--- config.mk ---
export PLATFORM = sky130hd
export DESIGN_NAME = css_top
export DESIGN_NICKNAME = d
export VERILOG_FILES = /design/src/core/css_pkg.sv /design/src/core/css_top.sv /design/src/core/css_timer.sv
export VERILOG_INCLUDE_DIRS = /design/src /design/src/core
export SDC_FILE = /design/constraint.sdc
export NUM_CORES = 1
export LEC_CHECK = 0
export BUFFER_PORTS_ARGS = -buffer_cell sky130_fd_sc_hd__buf_2
export CAP_MARGIN = 10
export CORE_UTILIZATION = 57
export CTS_CLUSTER_SIZE = 30
export DETAILED_ROUTE_END_ITERATION = 8
export HOLD_SLACK_MARGIN = 0.1
export PLACE_DENSITY_LB_ADDON = 0.25
export SLEW_MARGIN = 20
export SYNTH_ARGS = -nofsm -noshare
export SYNTH_HDL_FRONTEND = slang
export SYNTH_HIERARCHICAL = 1
export SYNTH_SLANG_ARGS = --single-unit
--- constraint.sdc ---
create_clock -name ref_clk -period 3 [get_ports ref_clk]
set_input_delay 0.6 -clock ref_clk [delete_from_list [all_inputs] [get_ports ref_clk]]
set_output_delay 0.6 -clock ref_clk [all_outputs]
set_load 0.02 [all_outputs]
--- src/core/css_consts.svh ---
// constants of the charge-state sequencer: offsets, fields, reset values, timing
// assumes a 20 MHz ref_clk; included by bare name from css_top and css_timer, not from css_pkg
`ifndef CSS_CONSTS_SVH
`define CSS_CONSTS_SVH

`define CSS_CLK_MHZ          20
`define CSS_PULL_TIME_NS     1000
`define CSS_PULL_CYCLES      (((`CSS_PULL_TIME_NS * `CSS_CLK_MHZ) + 999) / 1000)
`define CSS_SETTLE_CYCLES    3
`define CSS_TIMER_W          14
`define CSS_HOLD_W           8

`define CSS_OFF_CTRL         8'h00
`define CSS_OFF_STATUS       8'h04
`define CSS_OFF_IRQ_STAT     8'h08
`define CSS_OFF_IRQ_MASK     8'h0c

`define CSS_CTRL_EN_BIT      0
`define CSS_CTRL_START_BIT   1
`define CSS_CTRL_RESET       1'h1

`define CSS_ST_CODE_LSB      0
`define CSS_ST_PIN_BIT       2
`define CSS_ST_BUSY_BIT      3
`define CSS_ST_TIMER_LSB     16

`define CSS_IRQ_W            5
`define CSS_IRQ_START        0
`define CSS_IRQ_BULK         1
`define CSS_IRQ_OVER         2
`define CSS_IRQ_NEAR         3
`define CSS_IRQ_DONE         4
`define CSS_IRQ_MASK_RESET   5'h00

`define CSS_CODE_TRICKLE     2'h0
`define CSS_CODE_BULK        2'h1
`define CSS_CODE_OVER        2'h2
`define CSS_CODE_NEAR        2'h3

`endif

--- src/core/css_pkg.sv ---
// types of the charge-state sequencer
// assumes the constants header is compiled alongside
package css_pkg;
    typedef enum logic [2:0] {
        CSS_IDLE,
        CSS_TRICKLE,
        CSS_BULK,
        CSS_OVER,
        CSS_PULL,
        CSS_SETTLE
    } css_state_t;

    // digitized comparator results, all from the analog side
    typedef struct packed {
        logic supplyLockout;
        logic nearFullAbove;
        logic feedbackAt95;
        logic trickleAbove;
    } css_sense_t;
endpackage

--- src/core/css_top.sv ---
// charge-state sequencer with apb register slave and interrupt
// assumes comparator results, timer oscillator and the request pin are asynchronous
// Summary of operation
// - rising edge on charge request starts a charge cycle
// - below trickle threshold stay in trickle, code 00
// - trickle threshold met moves to bulk; skip trickle if already above
// - bulk state drives code 01
// - feedback at 95% of reference moves bulk to overcharge
// - overcharge entry drives code 10
// - overcharge timer starts at overcharge entry and runs to expiry
// - timer is 14-bit, clocked by timer oscillator, expires after full range
// - current above near-full threshold drives code 11
// - near-full does not stop charging; only expiry or removal ends it
// - on expiry actively pull charge request low and end cycle
//
// The APB register port and the register addresses were chosen for this implementation.
`timescale 1ns/100ps
`default_nettype none
`include "css_consts.svh"

module css_top #(
    parameter int ADDR_W       = 8,
    parameter int TIMER_W      = `CSS_TIMER_W,
    parameter int PULL_CYCLES  = `CSS_PULL_CYCLES
) (
    input  wire logic                ref_clk,
    input  wire logic                srst,
    input  wire logic [ADDR_W-1:0]   paddr,
    input  wire logic                psel,
    input  wire logic                penable,
    input  wire logic                pwrite,
    input  wire logic [31:0]         pwdata,
    output logic [31:0]              prdata,
    output logic                     pready,
    output logic                     pslverr,
    output logic                     irq,
    input  wire logic                chargeRequestIn,
    output logic                     chargeRequestOut,
    output logic                     chargeRequestOe,
    input  wire css_pkg::css_sense_t senseIn,
    input  wire logic                timerOscIn,
    output logic                     stateCodeLow,
    output logic                     stateCodeHigh
);
    import css_pkg::*;

    // two-stage synchronisers; third stage only feeds edge detection
    css_sense_t senseMeta_reg;
    css_sense_t senseSync_reg;
    logic [2:0] pinSync_reg;
    logic [2:0] oscSync_reg;

    always_ff @(posedge ref_clk) begin
        if (srst) begin
            senseMeta_reg <= '0;
            senseSync_reg <= '0;
            pinSync_reg   <= 3'h0;
            oscSync_reg   <= 3'h0;
        end else begin
            senseMeta_reg <= senseIn;
            senseSync_reg <= senseMeta_reg;
            pinSync_reg   <= {pinSync_reg[1:0], chargeRequestIn};
            oscSync_reg   <= {oscSync_reg[1:0], timerOscIn};
        end
    end

    wire pinLevel = pinSync_reg[1];
    wire pinRise  = pinSync_reg[1] & ~pinSync_reg[2];
    wire oscTick  = oscSync_reg[1] & ~oscSync_reg[2];
    wire lockout  = senseSync_reg.supplyLockout;

    // register file
    logic                 ctrlEn_reg;
    logic                 swStart_reg;
    logic [`CSS_IRQ_W-1:0] irqStat_reg;
    logic [`CSS_IRQ_W-1:0] irqStat_next;
    logic [`CSS_IRQ_W-1:0] irqMask_reg;
    logic [31:0]          prdata_reg;
    logic                 pslverr_reg;

    css_state_t             state_reg;
    css_state_t             state_next;
    logic [1:0]             stateCode_reg;
    logic [1:0]             stateCode_next;
    logic [`CSS_HOLD_W-1:0] hold_reg;
    logic [`CSS_HOLD_W-1:0] hold_next;
    logic                   pullOe_reg;
    logic [TIMER_W-1:0]     timerCount;
    logic                   timerExpired;

    wire setupPhase = psel & ~penable;
    wire accessDone = psel & penable;
    wire hitCtrl    = paddr == ADDR_W'(`CSS_OFF_CTRL);
    wire hitStatus  = paddr == ADDR_W'(`CSS_OFF_STATUS);
    wire hitIrqStat = paddr == ADDR_W'(`CSS_OFF_IRQ_STAT);
    wire hitIrqMask = paddr == ADDR_W'(`CSS_OFF_IRQ_MASK);
    wire mapped     = hitCtrl | hitStatus | hitIrqStat | hitIrqMask;
    wire wrCommit   = accessDone & pwrite;
    wire wrCtrl     = wrCommit & hitCtrl;
    wire wrIrqStat  = wrCommit & hitIrqStat;
    wire wrIrqMask  = wrCommit & hitIrqMask;
    wire busy       = state_reg != CSS_IDLE;

    logic [31:0] statusWord;
    always_comb begin
        statusWord = 32'h0;
        statusWord[`CSS_ST_CODE_LSB +: 2]        = stateCode_reg;
        statusWord[`CSS_ST_PIN_BIT]              = pinLevel;
        statusWord[`CSS_ST_BUSY_BIT]             = busy;
        statusWord[`CSS_ST_TIMER_LSB +: TIMER_W] = timerCount;
    end

    wire [31:0] readMux =
        hitCtrl    ? {30'h0, 1'b0, ctrlEn_reg} :
        hitStatus  ? statusWord :
        hitIrqStat ? {{(32-`CSS_IRQ_W){1'b0}}, irqStat_reg} :
        hitIrqMask ? {{(32-`CSS_IRQ_W){1'b0}}, irqMask_reg} : 32'h0;

    // read data and error are captured in setup, so access never waits
    always_ff @(posedge ref_clk) begin
        if (srst) begin
            prdata_reg  <= 32'h0;
            pslverr_reg <= 1'b0;
            ctrlEn_reg  <= `CSS_CTRL_RESET;
            swStart_reg <= 1'b0;
            irqMask_reg <= `CSS_IRQ_MASK_RESET;
            irqStat_reg <= '0;
        end else begin
            if (setupPhase) begin
                prdata_reg  <= pwrite ? 32'h0 : readMux;
                pslverr_reg <= ~mapped;
            end
            if (wrCtrl)
                ctrlEn_reg <= pwdata[`CSS_CTRL_EN_BIT];
            swStart_reg <= wrCtrl & pwdata[`CSS_CTRL_START_BIT];
            if (wrIrqMask)
                irqMask_reg <= pwdata[`CSS_IRQ_W-1:0];
            irqStat_reg <= irqStat_next;
        end
    end

    assign pready  = accessDone;
    assign pslverr = accessDone & pslverr_reg;
    assign prdata  = prdata_reg;
    assign irq     = |(irqStat_reg & irqMask_reg);

    // start request; ignored while the pin is pulled or settling
    wire startReq      = (pinRise | swStart_reg) & ctrlEn_reg;
    wire pinOwned      = (state_reg == CSS_PULL) | (state_reg == CSS_SETTLE);
    wire startAccepted = startReq & ~lockout & ~pinOwned;
    wire bulkOrTrickle = senseSync_reg.trickleAbove;
    wire timerClear    = startAccepted | lockout;
    wire holdDone      = hold_reg == '0;

    always_comb begin
        state_next = state_reg;
        hold_next  = holdDone ? hold_reg : hold_reg - 1'b1;
        if (lockout) begin
            state_next = CSS_IDLE;
            hold_next  = '0;
        end else if (startAccepted) begin
            state_next = bulkOrTrickle ? CSS_BULK : CSS_TRICKLE;
        end else begin
            unique case (state_reg)
                CSS_IDLE:    state_next = CSS_IDLE;
                CSS_TRICKLE: if (senseSync_reg.trickleAbove)
                                 state_next = CSS_BULK;
                CSS_BULK:    if (senseSync_reg.feedbackAt95)
                                 state_next = CSS_OVER;
                CSS_OVER: begin
                    // near-full only changes the code, never the state
                    if (timerExpired) begin
                        state_next = CSS_PULL;
                        hold_next  = `CSS_HOLD_W'(PULL_CYCLES - 1);
                    end
                end
                CSS_PULL: begin
                    if (holdDone) begin
                        state_next = CSS_SETTLE;
                        hold_next  = `CSS_HOLD_W'(`CSS_SETTLE_CYCLES - 1);
                    end
                end
                // lets the released pin clear the synchroniser before edges count
                CSS_SETTLE:  if (holdDone)
                                 state_next = CSS_IDLE;
                default:     state_next = CSS_IDLE;
            endcase
        end
    end

    always_comb begin
        unique case (state_next)
            CSS_TRICKLE: stateCode_next = `CSS_CODE_TRICKLE;
            CSS_BULK:    stateCode_next = `CSS_CODE_BULK;
            CSS_OVER:    stateCode_next = senseSync_reg.nearFullAbove ?
                                          `CSS_CODE_NEAR : `CSS_CODE_OVER;
            default:     stateCode_next = `CSS_CODE_TRICKLE;
        endcase
    end

    wire [`CSS_IRQ_W-1:0] irqEvents;
    assign irqEvents[`CSS_IRQ_START] = startAccepted;
    assign irqEvents[`CSS_IRQ_BULK]  = (state_next == CSS_BULK) & (state_reg != CSS_BULK);
    assign irqEvents[`CSS_IRQ_OVER]  = (state_next == CSS_OVER) & (state_reg != CSS_OVER);
    assign irqEvents[`CSS_IRQ_NEAR]  = (stateCode_next == `CSS_CODE_NEAR) &
                                       (stateCode_reg != `CSS_CODE_NEAR);
    assign irqEvents[`CSS_IRQ_DONE]  = timerExpired & (state_reg == CSS_OVER);
    // a new event wins over a same-cycle clear
    assign irqStat_next = (irqStat_reg & ~(wrIrqStat ? pwdata[`CSS_IRQ_W-1:0] : '0)) | irqEvents;

    always_ff @(posedge ref_clk) begin
        if (srst) begin
            state_reg     <= CSS_IDLE;
            stateCode_reg <= `CSS_CODE_TRICKLE;
            hold_reg      <= '0;
            pullOe_reg    <= 1'b0;
        end else begin
            state_reg     <= state_next;
            stateCode_reg <= stateCode_next;
            hold_reg      <= hold_next;
            pullOe_reg    <= state_next == CSS_PULL;
        end
    end

    css_timer #(
        .WIDTH   (TIMER_W)
    ) overTimer (
        .ref_clk (ref_clk),
        .srst    (srst),
        .clear   (timerClear),
        .run     (state_reg == CSS_OVER),
        .tick    (oscTick),
        .count   (timerCount),
        .expired (timerExpired)
    );

    // open drain: only ever drives low
    assign chargeRequestOut = 1'b0;
    assign chargeRequestOe  = pullOe_reg;
    assign stateCodeLow     = stateCode_reg[0];
    assign stateCodeHigh    = stateCode_reg[1];
endmodule
`default_nettype wire

--- src/core/css_timer.sv ---
// overcharge timer: counter advanced by ticks of the timer oscillator
// assumes tick is a one-cycle pulse already in the ref_clk domain
`timescale 1ns/100ps
`default_nettype none
`include "css_consts.svh"

module css_timer #(
    parameter int WIDTH = `CSS_TIMER_W
) (
    input  wire logic             ref_clk,
    input  wire logic             srst,
    input  wire logic             clear,
    input  wire logic             run,
    input  wire logic             tick,
    output logic [WIDTH-1:0]      count,
    output logic                  expired
);
    logic [WIDTH-1:0] count_reg;
    logic [WIDTH-1:0] count_next;
    logic             expired_reg;
    wire              step    = run & tick & ~clear;
    wire              atFull  = &count_reg;

    // wrap to zero on expiry so a later cycle starts clean
    assign count_next = clear ? '0 : (step ? count_reg + 1'b1 : count_reg);

    always_ff @(posedge ref_clk) begin
        if (srst) begin
            count_reg   <= '0;
            expired_reg <= 1'b0;
        end else begin
            count_reg   <= count_next;
            expired_reg <= step & atFull;
        end
    end

    assign count   = count_reg;
    assign expired = expired_reg;
endmodule
`default_nettype wire

Word-level counts from Yosys, hierarchy flattened
Index checks and enable logic that the tools add are counted.
Widths: inputs -> output; s select.
{"block": "totals", "in_bits": 51, "output_inout_bits": 39, "register_bits": 88, "word_cells": 105}
{"block": "classes", "add_sub_neg": 2, "eq_ne": 15, "reduce_logical": 7, "muxes": 22, "bitwise": 37}
{"cell": "$mux 30", "count": 3}
{"cell": "$mux 8", "count": 4}
{"cell": "$mux 3", "count": 7}
{"cell": "$and 1x1->1", "count": 20}
{"cell": "$eq 8x4->1 const B", "count": 2}
{"cell": "$logic_not 8->1", "count": 2}
{"cell": "$pmux 8 s2", "count": 1}
{"cell": "$mux 5", "count": 3}
{"cell": "$pmux 3 s5", "count": 1}
{"cell": "$add 14x1->14 const B", "count": 1}
{"cell": "$reduce_and 14->1", "count": 1}
{"cell": "$eq 3x2->1 const B", "count": 4}
{"cell": "$and 5x5->5", "count": 2}
{"cell": "$eq 3x3->1 const B", "count": 3}
{"cell": "$eq 8x3->1 const B", "count": 1}
{"cell": "$sub 8x1->8 const B", "count": 1}
{"cell": "$not 1->1", "count": 7}
{"cell": "$ne 3x2->1 const B", "count": 2}
{"cell": "$or 1x1->1", "count": 6}
{"cell": "$not 5->5", "count": 1}
{"cell": "$or 5x5->5", "count": 1}
{"cell": "$reduce_or 5->1", "count": 1}
{"cell": "$pmux 2 s2", "count": 1}
{"cell": "$reduce_or 2->1", "count": 2}
{"cell": "other kinds (6)", "count": 6}

Longest topological paths before layout
Gate-level depths: netlist (run 1).
{"block": "depth", "word_depth": 13, "ltp_mapped": 9, "mapped_depth_nobuf": 8}

Hierarchy
Netlist (run 1), hierarchy kept.
{"module": "css_top", "cells_each": 273, "instances": 1, "seq_area_each_um2": 1201.2, "area_per_inst_um2": 2711.4}
{"module": "css_timer", "cells_each": 86, "instances": 1, "seq_area_each_um2": 300.3, "area_per_inst_um2": 772.0}

Least setup slack after synthesis (run 1)
No wires, ideal clock.
{"block": "synth_path", "kind": "reg-to-reg", "startpoint": "register state_reg[1]", "endpoint": "register overTimer.expired_reg (netlist: overTimer/expired)", "stages_incl_launch_ff": 9, "required_ns": 2.913, "n_path_buf": 0, "period_less_slack_ns": 1.869, "setup_slack_ns": 1.131, "setup_ns": 0.087, "t_arrival_ns": 1.782, "path_cell_list": "dfxtp_1 > inv_1 > ha_1 > nor2_1 > o211ai_2 > nand2b_1 > nand2b_1 > or4_1 > nor4b_2"}
{"block": "synth_between", "elab_chain_cells": 8, "word_cells_on_any_way": 11, "cone_classes": "eq/ne: 3; bitwise: 8"}
{"element": "start, declared", "line": "css_top.sv:81", "rtl": "css_state_t state_reg;"}
{"element": "start signal, assigned", "line": "css_top.sv:218", "rtl": "state_reg <= state_next;"}
{"element": "$eq 3x3->1", "line": "css_top.sv:149", "rtl": "wire pinOwned = (state_reg == CSS_PULL) | (state_reg == CSS_SETTLE);"}
{"element": "$or 1x1->1 (*)", "line": "css_top.sv:149"}
{"element": "$not 1->1 (*)", "line": "css_top.sv:150", "rtl": "wire startAccepted = startReq & ~lockout & ~pinOwned;"}
{"element": "$and 1x1->1 (*)", "line": "css_top.sv:150"}
{"element": "$or 1x1->1 (*)", "line": "css_top.sv:152", "rtl": "wire timerClear = startAccepted | lockout;"}
{"element": "net timerClear", "line": "css_top.sv:152"}
{"element": "$not 1->1 (*)", "line": "css_timer.sv:21", "rtl": "wire step = run & tick & ~clear;"}
{"element": "$and 1x1->1 (*)", "line": "css_timer.sv:21"}
{"element": "$and 1x1->1 (*)", "line": "css_timer.sv:33", "rtl": "expired_reg <= step & atFull;"}
{"element": "end signal, assigned", "line": "css_timer.sv:33"}
{"element": "end, declared", "line": "css_timer.sv:20", "rtl": "logic expired_reg;"}
The timed path passes the listed nets; every way through them passes the cells marked *.
A chain may end at the register's enable or synchronous reset.

Worst setup path after layout (run 1)
Ends and elaborated chain as after synthesis.

==> impl_metrics.json, run 1 <==
{
  "min_to": "pinSync_reg[1]",
  "ir_worst_vdd_mv": 0.635,
  "critPathSlowestCell": "or4_1",
  "rsz0062_at_grt": "false",
  "syn_area_per_cell_um2": 9.70,
  "vias": 2771,
  "synthesis.area_um2": 3480,
  "worstPathCellList": "inv_1 -> ha_1 -> nor2_1 -> o211ai_2 -> nand2b_1 -> nand2b_1 -> or4_1 -> nor4b_2",
  "ctsResizeCount": 0,
  "post-route-period-util_pct": 82.6,
  "cp-end-kind": "flop",
  "hold_path_depth": 1,
  "layout_setup_ws_ps": 523,
  "drc": 0,
  "layout.nets": 461,
  "min_path_type": "reg2reg",
  "yosys-top-cells-area": "dfxtp_1 (43%), a22oi_2 (3.6%), mux2i_1 (3.4%), nor2_1 (3.4%), nor2b_1 (3.4%)",
  "areaGrowthSynthToFinish_pct": 12.8,
  "postRouteAntennaNets": 0,
  "hold_buffers": 0,
  "p_leak_nw": 1.56,
  "clock-root-buffer": "clkbuf_8",
  "synth_compound_area_share_pct": 16.2,
  "critPathKind": "reg2reg",
  "pwr_density_cell_nw_per_um2": 607,
  "synth_top_family_by_area": "simple AND/OR/NAND/NOR gates",
  "period_needed_ps": 2480,
  "track_usage_pct": 23.8,
  "firstDrtPassIters": 5,
  "antenna_found_initial": 0,
  "totalPowerFinal_w": 0.00238,
  "required_ps": 3250,
  "cts_max_path_buffers": 2,
  "critPathMostFrequentCell": "nand2b_1",
  "finalSetupViolCount": 0,
  "coreArea_um2": 5920,
  "num_rows": 28,
  "arrival_ps": 2730,
  "synth_cells": 359,
  "largest_reg_flops": 19,
  "grt_pass1_wl_um": 11700,
  "yosysTopAreaCell": "dfxtp_1",
  "crit_path_max_incr_delay_ps": 540,
  "reg2regPathDepth": 8,
  "synth_fa_ha_area_share_pct": 1.44,
  "synth_top_area_share_pct": 43.1,
  "diodes": 0,
  "dp_slack_ps": 590,
  "h-tree-depth": 3,
  "cts_buffers": 9,
  "r2r-start": "state_reg[1]",
  "async_flop_share_pct": 0,
  "avgRoutedWirePerCell_um": 14.8,
  "io_pins": 90,
  "ys_types": 64,
  "drive_gt1_share_pct": 25.5,
  "synthSimpleGateAreaFrac_pct": 26.3,
  "final_util_pct": 66.4,
  "relSlewSlack_pct": 59.9,
  "ys.warnings.count": 6,
  "die_x_um": 80.2,
  "ys_seq_elements": 75,
  "final-instance-count-excl-fill": 486,
  "cts_tree": "built",
  "start_kind": "flop",
  "gr-total-overflow": 0,
  "post_cts_buffers": 0,
  "fin_worst_skew_ps": 14.6,
  "synthFlopType": "dfxtp_1",
  "r2r_end": "overTimer/expired",
  "placed_cells": 470,
  "vias_per_cell": 5.70,
  "finalHoldViolations": 0,
  "start_util_pct": 58.8,
  "synth_edf_count": 0,
  "drt_iter0_drc": 199,
  "gp_congestion": 0.876,
  "ff2ff_setup_slack_ps": 520,
  "dp_hpwl_um": 5020,
  "grt_pass1_vias": 2454,
  "status": "finished, final reports clean",
  "path_max_fanout": 13,
  "maxCapViolations": 0,
  "slew_violations": 0,
  "worst_pin_slew_ps": 596,
  "die-area_um2": 6430,
  "finalSetupTns_ps": 0,
  "portBuffers": 48,
  "grt_max_degree": 57,
  "die_h_um": 80.2,
  "max_freq_mhz": 404,
  "synth.mux.area_fraction_pct": 5.06,
  "synthXorXnorAreaFrac_pct": 1.51,
  "routed_wl_um": 7210,
  "ys_seq_area_share_pct": 43.1,
  "clk_latency_ps": 340,
  "min_from": "pinSync_reg[0]",
  "clk_pin_slew_ps": 80,
  "cts.sinks": 75
}
cell usage after synthesis (all sizes together), types with 2 or more instances:
| library cell | n |
|---|---|
| a211o | 2 |
| a21boi | 2 |
| a21oi | 13 |
| a22o | 3 |
| a22oi | 19 |
| a311oi | 2 |
| a31oi | 2 |
| a32oi | 2 |
| and2 | 4 |
| and3 | 3 |
| and3b | 2 |
| buf | 20 |
| clkbuf | 8 |
| dfxtp | 75 |
| ha | 4 |
| inv | 12 |
| mux2 | 3 |
| mux2i | 12 |
| nand2 | 22 |
| nand2b | 6 |
| nand3 | 5 |
| nand4 | 5 |
| nand4b | 3 |
| nor2 | 42 |
| nor2b | 19 |
| nor3 | 9 |
| nor4 | 11 |
| nor4b | 2 |
| o211a | 2 |
| o21a | 2 |
| o21ai | 3 |
| o31ai | 7 |
| or3 | 7 |
| or4 | 5 |
| xnor2 | 6 |
logic make-up (layout without fill, tap and decap cells):
family	count (synthesis)	after routing
fa+ha+maj	4	4
xor+xnor	6	6
flops	75	75
mux	16	16
buf+inv	40	79
other cells	1	14
simple gates	149	149
compound gates	68	68
final cells by class:
class                           count  area [µm²]
Clock buffer                       13         169
Clock inverter                      3        43.8
Fill cell                         460        1990
Inverter                           12        45.0
Multi-Input combinational cell    257        1810
Sequential cell                    75        1500
Tap cell                           75        93.8
Timing Repair Buffer               51         263
worst max-delay path by stage:
| stage | from | endpoint | slack, ps | cells after the start |
|---|---|---|---|---|
| final | state_reg[1] | overTimer/expired | 520 | 8 |
| after global placement | state_reg[1] | overTimer/expired | 610 | 8 |
| after detailed placement | state_reg[1] | overTimer/expired | 590 | 8 |
| after floorplan | state_reg[1] | overTimer/expired | 1130 | 8 |
| after global routing | state_reg[1] | overTimer/expired | 320 | 8 |
| after CTS | state_reg[1] | overTimer/expired | 540 | 8 |
through the flow:
stage / hold slack (ps) / instance area (µm²)
2_1_floorplan: 414 / 3530
3_3_place_gp: 419 / 3720
3_5_place_dp: 424 / 3720
4_1_cts: 443 / 3930
5_1_grt: 463 / 3930
6_report: 439 / 3930
power by group:
part	switching [W]	internal (W)	leakage [nW]
registers	0.0000640	0.00105	0.609
clock network	0.000364	0.000455	0.110
logic	0.000251	0.000195	0.841
cell usage in the layout (no fill, tap or decap), types with 9 or more instances in the layout:
master and count:
mux2i_1 12, nor2b_1 19, nor4_1 9, a22oi_1 9, nor2_2 10, a21oi_1 13, a22oi_2 10, dfxtp_1 75
conb_1 14, nand2_1 21, inv_1 12, clkbuf_8 12, buf_2 48, nor2_1 32
routing by layer:
layer,GRT usage [%],vias to the layer above,share of wire [%]
li1,-,1370,-
met1,31.0,1295,47
met2,38.8,96,47
met3,4.77,10,4.5
met4,8.93,0,1.6
met5,0,-,0
worst max-delay path, delay by kind of cell, from the launching register on:
family | cells | cell delay (ps)
buffers and inverters | 1 | 170
AOI/OAI and AO/OA | 1 | 150
DFF | 1 | 390
and+or+nand+nor | 5 | 1510
adders and majority gates | 1 | 160
(Power assumes the default switching activity.)
==> run 2: changes to the inputs <==
Settings changed: CORE_UTILIZATION 57 to 53.
Clock period 3 ns to 2.55 ns, I/O delays scaled along.
==> run 2 against run 1 <==
Effect of this change:
- utilization shrank 4.4 points
- flip-flop and latch count did not move
- clock power grew 16%
- critical path type unchanged
- largest cell class unchanged
- highest routed layer unchanged
==> impl_metrics.json, run 2 (same netlist as run 1, synthesis figures left out) <==
{
  "status": "finished, final reports clean",
  "post_cts_buffers": 0,
  "gr-total-overflow": 0,
  "placed_cells": 473,
  "dp_hpwl_um": 4910,
  "cts.sinks": 75,
  "cts_tree": "built",
  "r2r-start": "state_reg[1]",
  "vias_per_cell": 5.51,
  "arrival_ps": 2470,
  "pwr_density_cell_nw_per_um2": 711,
  "die_h_um": 83.1,
  "grt_pass1_wl_um": 11800,
  "clk_pin_slew_ps": 70,
  "h-tree-depth": 3,
  "required_ps": 2790,
  "layout.nets": 462,
  "min_from": "chargeRequestIn",
  "portBuffers": 48,
  "num_rows": 29,
  "clock-root-buffer": "clkbuf_8",
  "gp_congestion": 0.846,
  "totalPowerFinal_w": 0.00280,
  "vias": 2690,
  "postRouteAntennaNets": 0,
  "r2r_end": "overTimer/expired",
  "hold_ws_ps": 387,
  "grt_pass1_vias": 2493,
  "grt_max_degree": 57,
  "critPathMostFrequentCell": "nand2b_1",
  "diodes": 0,
  "finalSetupViolCount": 0,
  "cts_max_path_buffers": 2,
  "die_x_um": 83.1,
  "largest_reg_flops": 19,
  "start_kind": "flop",
  "final_common_cell": "dfxtp_1",
  "coreArea_um2": 6350,
  "path_max_fanout": 7,
  "post-route-period-util_pct": 87.3,
  "crit_path_max_incr_delay_ps": 520,
  "start_util_pct": 54.9,
  "drive_gt1_share_pct": 25.5,
  "slew_violations": 0,
  "fin_worst_skew_ps": 6.18,
  "critPathKind": "reg2reg",
  "drt_iter0_drc": 109,
  "hold_buffers": 0,
  "drc": 0,
  "firstDrtPassIters": 4,
  "hold_path_depth": 2,
  "track_usage_pct": 21.2,
  "routed_wl_um": 6990,
  "period_needed_ps": 2230,
  "io_pins": 90,
  "ctsResizeCount": 0,
  "cts_buffers": 9,
  "min_to": "pinSync_reg[0]",
  "clk_latency_ps": 330,
  "ir_worst_vdd_mv": 0.902,
  "ff2ff_setup_slack_ps": 320,
  "die-area_um2": 6900,
  "maxCapViolations": 0,
  "max_freq_mhz": 449,
  "worst_pin_slew_ps": 581,
  "finalSetupTns_ps": 0,
  "cp-end-kind": "flop",
  "finalHoldViolations": 0,
  "worstPathCellList": "inv_1 -> ha_1 -> nor2_1 -> o211ai_2 -> nand2b_1 -> nand2b_1 -> or4_1 -> nor4b_2",
  "min_path_type": "in2reg",
  "relSlewSlack_pct": 60.9,
  "antenna_found_initial": 0,
  "reg2regPathDepth": 8,
  "p_leak_nw": 1.56,
  "critPathSlowestCell": "or4_1",
  "areaGrowthSynthToFinish_pct": 12.9,
  "final_cell_mix": "dfxtp_1 (75), buf_2 (48), nor2_1 (32)",
  "avgRoutedWirePerCell_um": 14.3,
  "final-instance-count-excl-fill": 488,
  "final_util_pct": 61.9,
  "rsz0062_at_grt": "false"
}
[run 2: report_power, final]
part           switching, W  internal (W)  leakage, nW
clock              0.000409      0.000544        0.106
sequential        0.0000788       0.00124        0.609
combinational      0.000292      0.000231        0.847
[run 2: critical path, delay by kind of cell, from the launching register on]
family / cells / cell delay, ps
AND/OR/NAND/NOR: 5 / 1280
flip-flops: 1 / 380
adder cells (fa/ha/maj): 1 / 170
buffers and inverters: 1 / 160
AO/OA/AOI/OAI: 1 / 150
[run 2: per-layer routing]
layer / wire (µm) / track usage, % / share of wire [%]
met5: 0 / 0 / 0
met4: 61 / 9.25 / 0.87
met3: 314 / 4.47 / 4.5
met2: 3030 / 31.0 / 43
met1: 3580 / 30.1 / 51
[run 2: how the worst max path moves through the flow]
stage	from	to	slack [ps]	cells past startpoint
6_report	state_reg[1]	overTimer/expired	320	8
5_1_grt	state_reg[1]	overTimer/count[5]	180	8
4_1_cts	state_reg[1]	overTimer/expired	350	8
3_5_place_dp	state_reg[1]	overTimer/expired	380	8
3_3_place_gp	state_reg[1]	overTimer/expired	410	8
2_1_floorplan	state_reg[1]	overTimer/expired	680	8
[run 2: final cells by class]
class | count | area, µm²
clock inverters | 5 | 78.8
fillers | 541 | 2420
repair buffers | 52 | 270
inverters | 12 | 45.0
clock buffers | 10 | 128
multi-input cells | 257 | 1810
flip-flops and latches | 75 | 1500
well taps | 77 | 96.3
[run 2: through the flow]
step	worst slack [ps]	instance area (µm²)
2_1_floorplan	681	3530
3_3_place_gp	411	3730
3_5_place_dp	376	3730
4_1_cts	355	3930
5_1_grt	178	3930
6_report	323	3930
==> run 3: changes to the inputs <==
Settings changed: RECOVER_POWER from default to 25.
==> run 3 against run 2 <==
Effect of this change:
- first-iteration DRC count shrank 2.8%
- sequential share of layout area grew 0.11 points
- register-to-register slack is essentially flat
- clock power is essentially flat
- critical path type unchanged
- largest cell class unchanged
- largest power group unchanged
==> impl_metrics.json, run 3 (same netlist as run 1, synthesis figures left out) <==
{
  "firstDrtPassIters": 4,
  "finalSetupTns_ps": 0,
  "die_x_um": 83.1,
  "min_path_type": "in2reg",
  "arrival_ps": 2470,
  "regArea_um2": 1500,
  "fill_cells": 546,
  "slew_violations": 0,
  "period_needed_ps": 2230,
  "critPathMostFrequentCell": "nand2b_1",
  "drt_iter0_drc": 106,
  "final_cell_mix": "dfxtp_1 (75), buf_2 (41), nor2_1 (32)",
  "grt_pass1_vias": 2493,
  "antenna_found_initial": 0,
  "cp-end-kind": "flop",
  "p_leak_nw": 1.53,
  "avgRoutedWirePerCell_um": 14.3,
  "diodes": 0,
  "grt_max_degree": 57,
  "coreArea_um2": 6350,
  "multiInputGateArea_um2": 1810,
  "die-area_um2": 6900,
  "pwr_density_cell_nw_per_um2": 713,
  "rsz0062_at_grt": "false",
  "final_common_cell": "dfxtp_1",
  "drc": 0,
  "dp_hpwl_um": 4910,
  "cts.sinks": 75,
  "ir_worst_vdd_mv": 0.902,
  "clk_pin_slew_ps": 70,
  "required_ps": 2790,
  "ctsResizeCount": 0,
  "h-tree-depth": 3,
  "fin_worst_skew_ps": 6.11,
  "layout.nets": 462,
  "final-instance-count-excl-fill": 488,
  "ff2ff_setup_slack_ps": 320,
  "crit_path_max_incr_delay_ps": 520,
  "areaGrowthSynthToFinish_pct": 12.6,
  "finalHoldViolations": 0,
  "post-route-period-util_pct": 87.6,
  "clock-root-buffer": "clkbuf_8",
  "worstPathCellList": "inv_1 -> ha_1 -> nor2_1 -> o211ai_2 -> nand2b_1 -> nand2b_1 -> or4_1 -> nor4b_2",
  "final_util_pct": 61.8,
  "status": "finished, final reports clean",
  "die_h_um": 83.1,
  "num_rows": 29,
  "layout_setup_ws_ps": 316,
  "drive_gt1_share_pct": 23.8,
  "dp_slack_ps": 376,
  "critPathSlowestCell": "or4_1",
  "vias_per_cell": 5.48,
  "clk_latency_ps": 330,
  "io_pins": 90,
  "largest_reg_flops": 19,
  "portBuffers": 48,
  "hold_buffers": 0,
  "gr-total-overflow": 0,
  "cts_max_path_buffers": 2,
  "relSlewSlack_pct": 22.8,
  "start_kind": "flop",
  "track_usage_pct": 21.2,
  "worst_pin_slew_ps": 1160,
  "gp_congestion": 0.846,
  "grt_pass1_wl_um": 11800,
  "placed_cells": 473,
  "cts_tree": "built",
  "cts_buffers": 9,
  "start_util_pct": 54.9,
  "finalSetupViolCount": 0,
  "postRouteAntennaNets": 0,
  "post_cts_buffers": 0,
  "max_freq_mhz": 448,
  "maxCapViolations": 0,
  "routed_wl_um": 6970,
  "critPathKind": "reg2reg",
  "hold_ws_ps": 384,
  "vias": 2675,
  "path_max_fanout": 7
}
run 3: per-layer routing:
layer | vias up | track usage, % | share of wire, %
met2 | 73 | 31.0 | 43
li1 | 1368 | - | -
met3 | 6 | 4.47 | 4.3
met5 | - | 0 | 0
met1 | 1228 | 30.1 | 52
met4 | 0 | 9.25 | 0.98
run 3: through the flow:
step                total power (W)  area [µm²]
floorplan                   0.00178        3530
global placement            0.00186        3730
detailed placement          0.00187        3730
CTS                         0.00282        3930
global route                0.00296        3920
finish                      0.00280        3920
run 3: area by class of cell:
cell class,count,share of cell area (%)
well taps,77,2.46
clock buffers,10,3.25
multi-input cells,257,46.2
clock inverters,5,2.01
flip-flops and latches,75,38.3
repair buffers,52,6.60
inverters,12,1.15
run 3: worst paths after layout:
path / from / endpoint / cells past startpoint
max reg2reg: state_reg[1] / overTimer/expired / 8
min reg2reg: senseMeta_reg[1] / senseSync_reg[1] / 1
max: state_reg[1] / overTimer/expired / 8
min: chargeRequestIn / pinSync_reg[0] / 2
run 3: where the power goes:
group | internal, W | switching (W) | leakage [nW] | total, W
Combinational | 0.000231 | 0.000292 | 0.817 | 0.000523
Clock | 0.000544 | 0.000409 | 0.106 | 0.000954
Sequential | 0.00124 | 0.0000788 | 0.609 | 0.00132
Total | 0.00202 | 0.000780 | 1.53 | 0.00280
run 3: worst max-delay path, delay by kind of cell, from the launching register on:
family	cells	cell delay, ps
fa+ha+maj	1	160
compound gates	1	150
simple gates	5	1280
flops	1	380
buf+inv	1	160
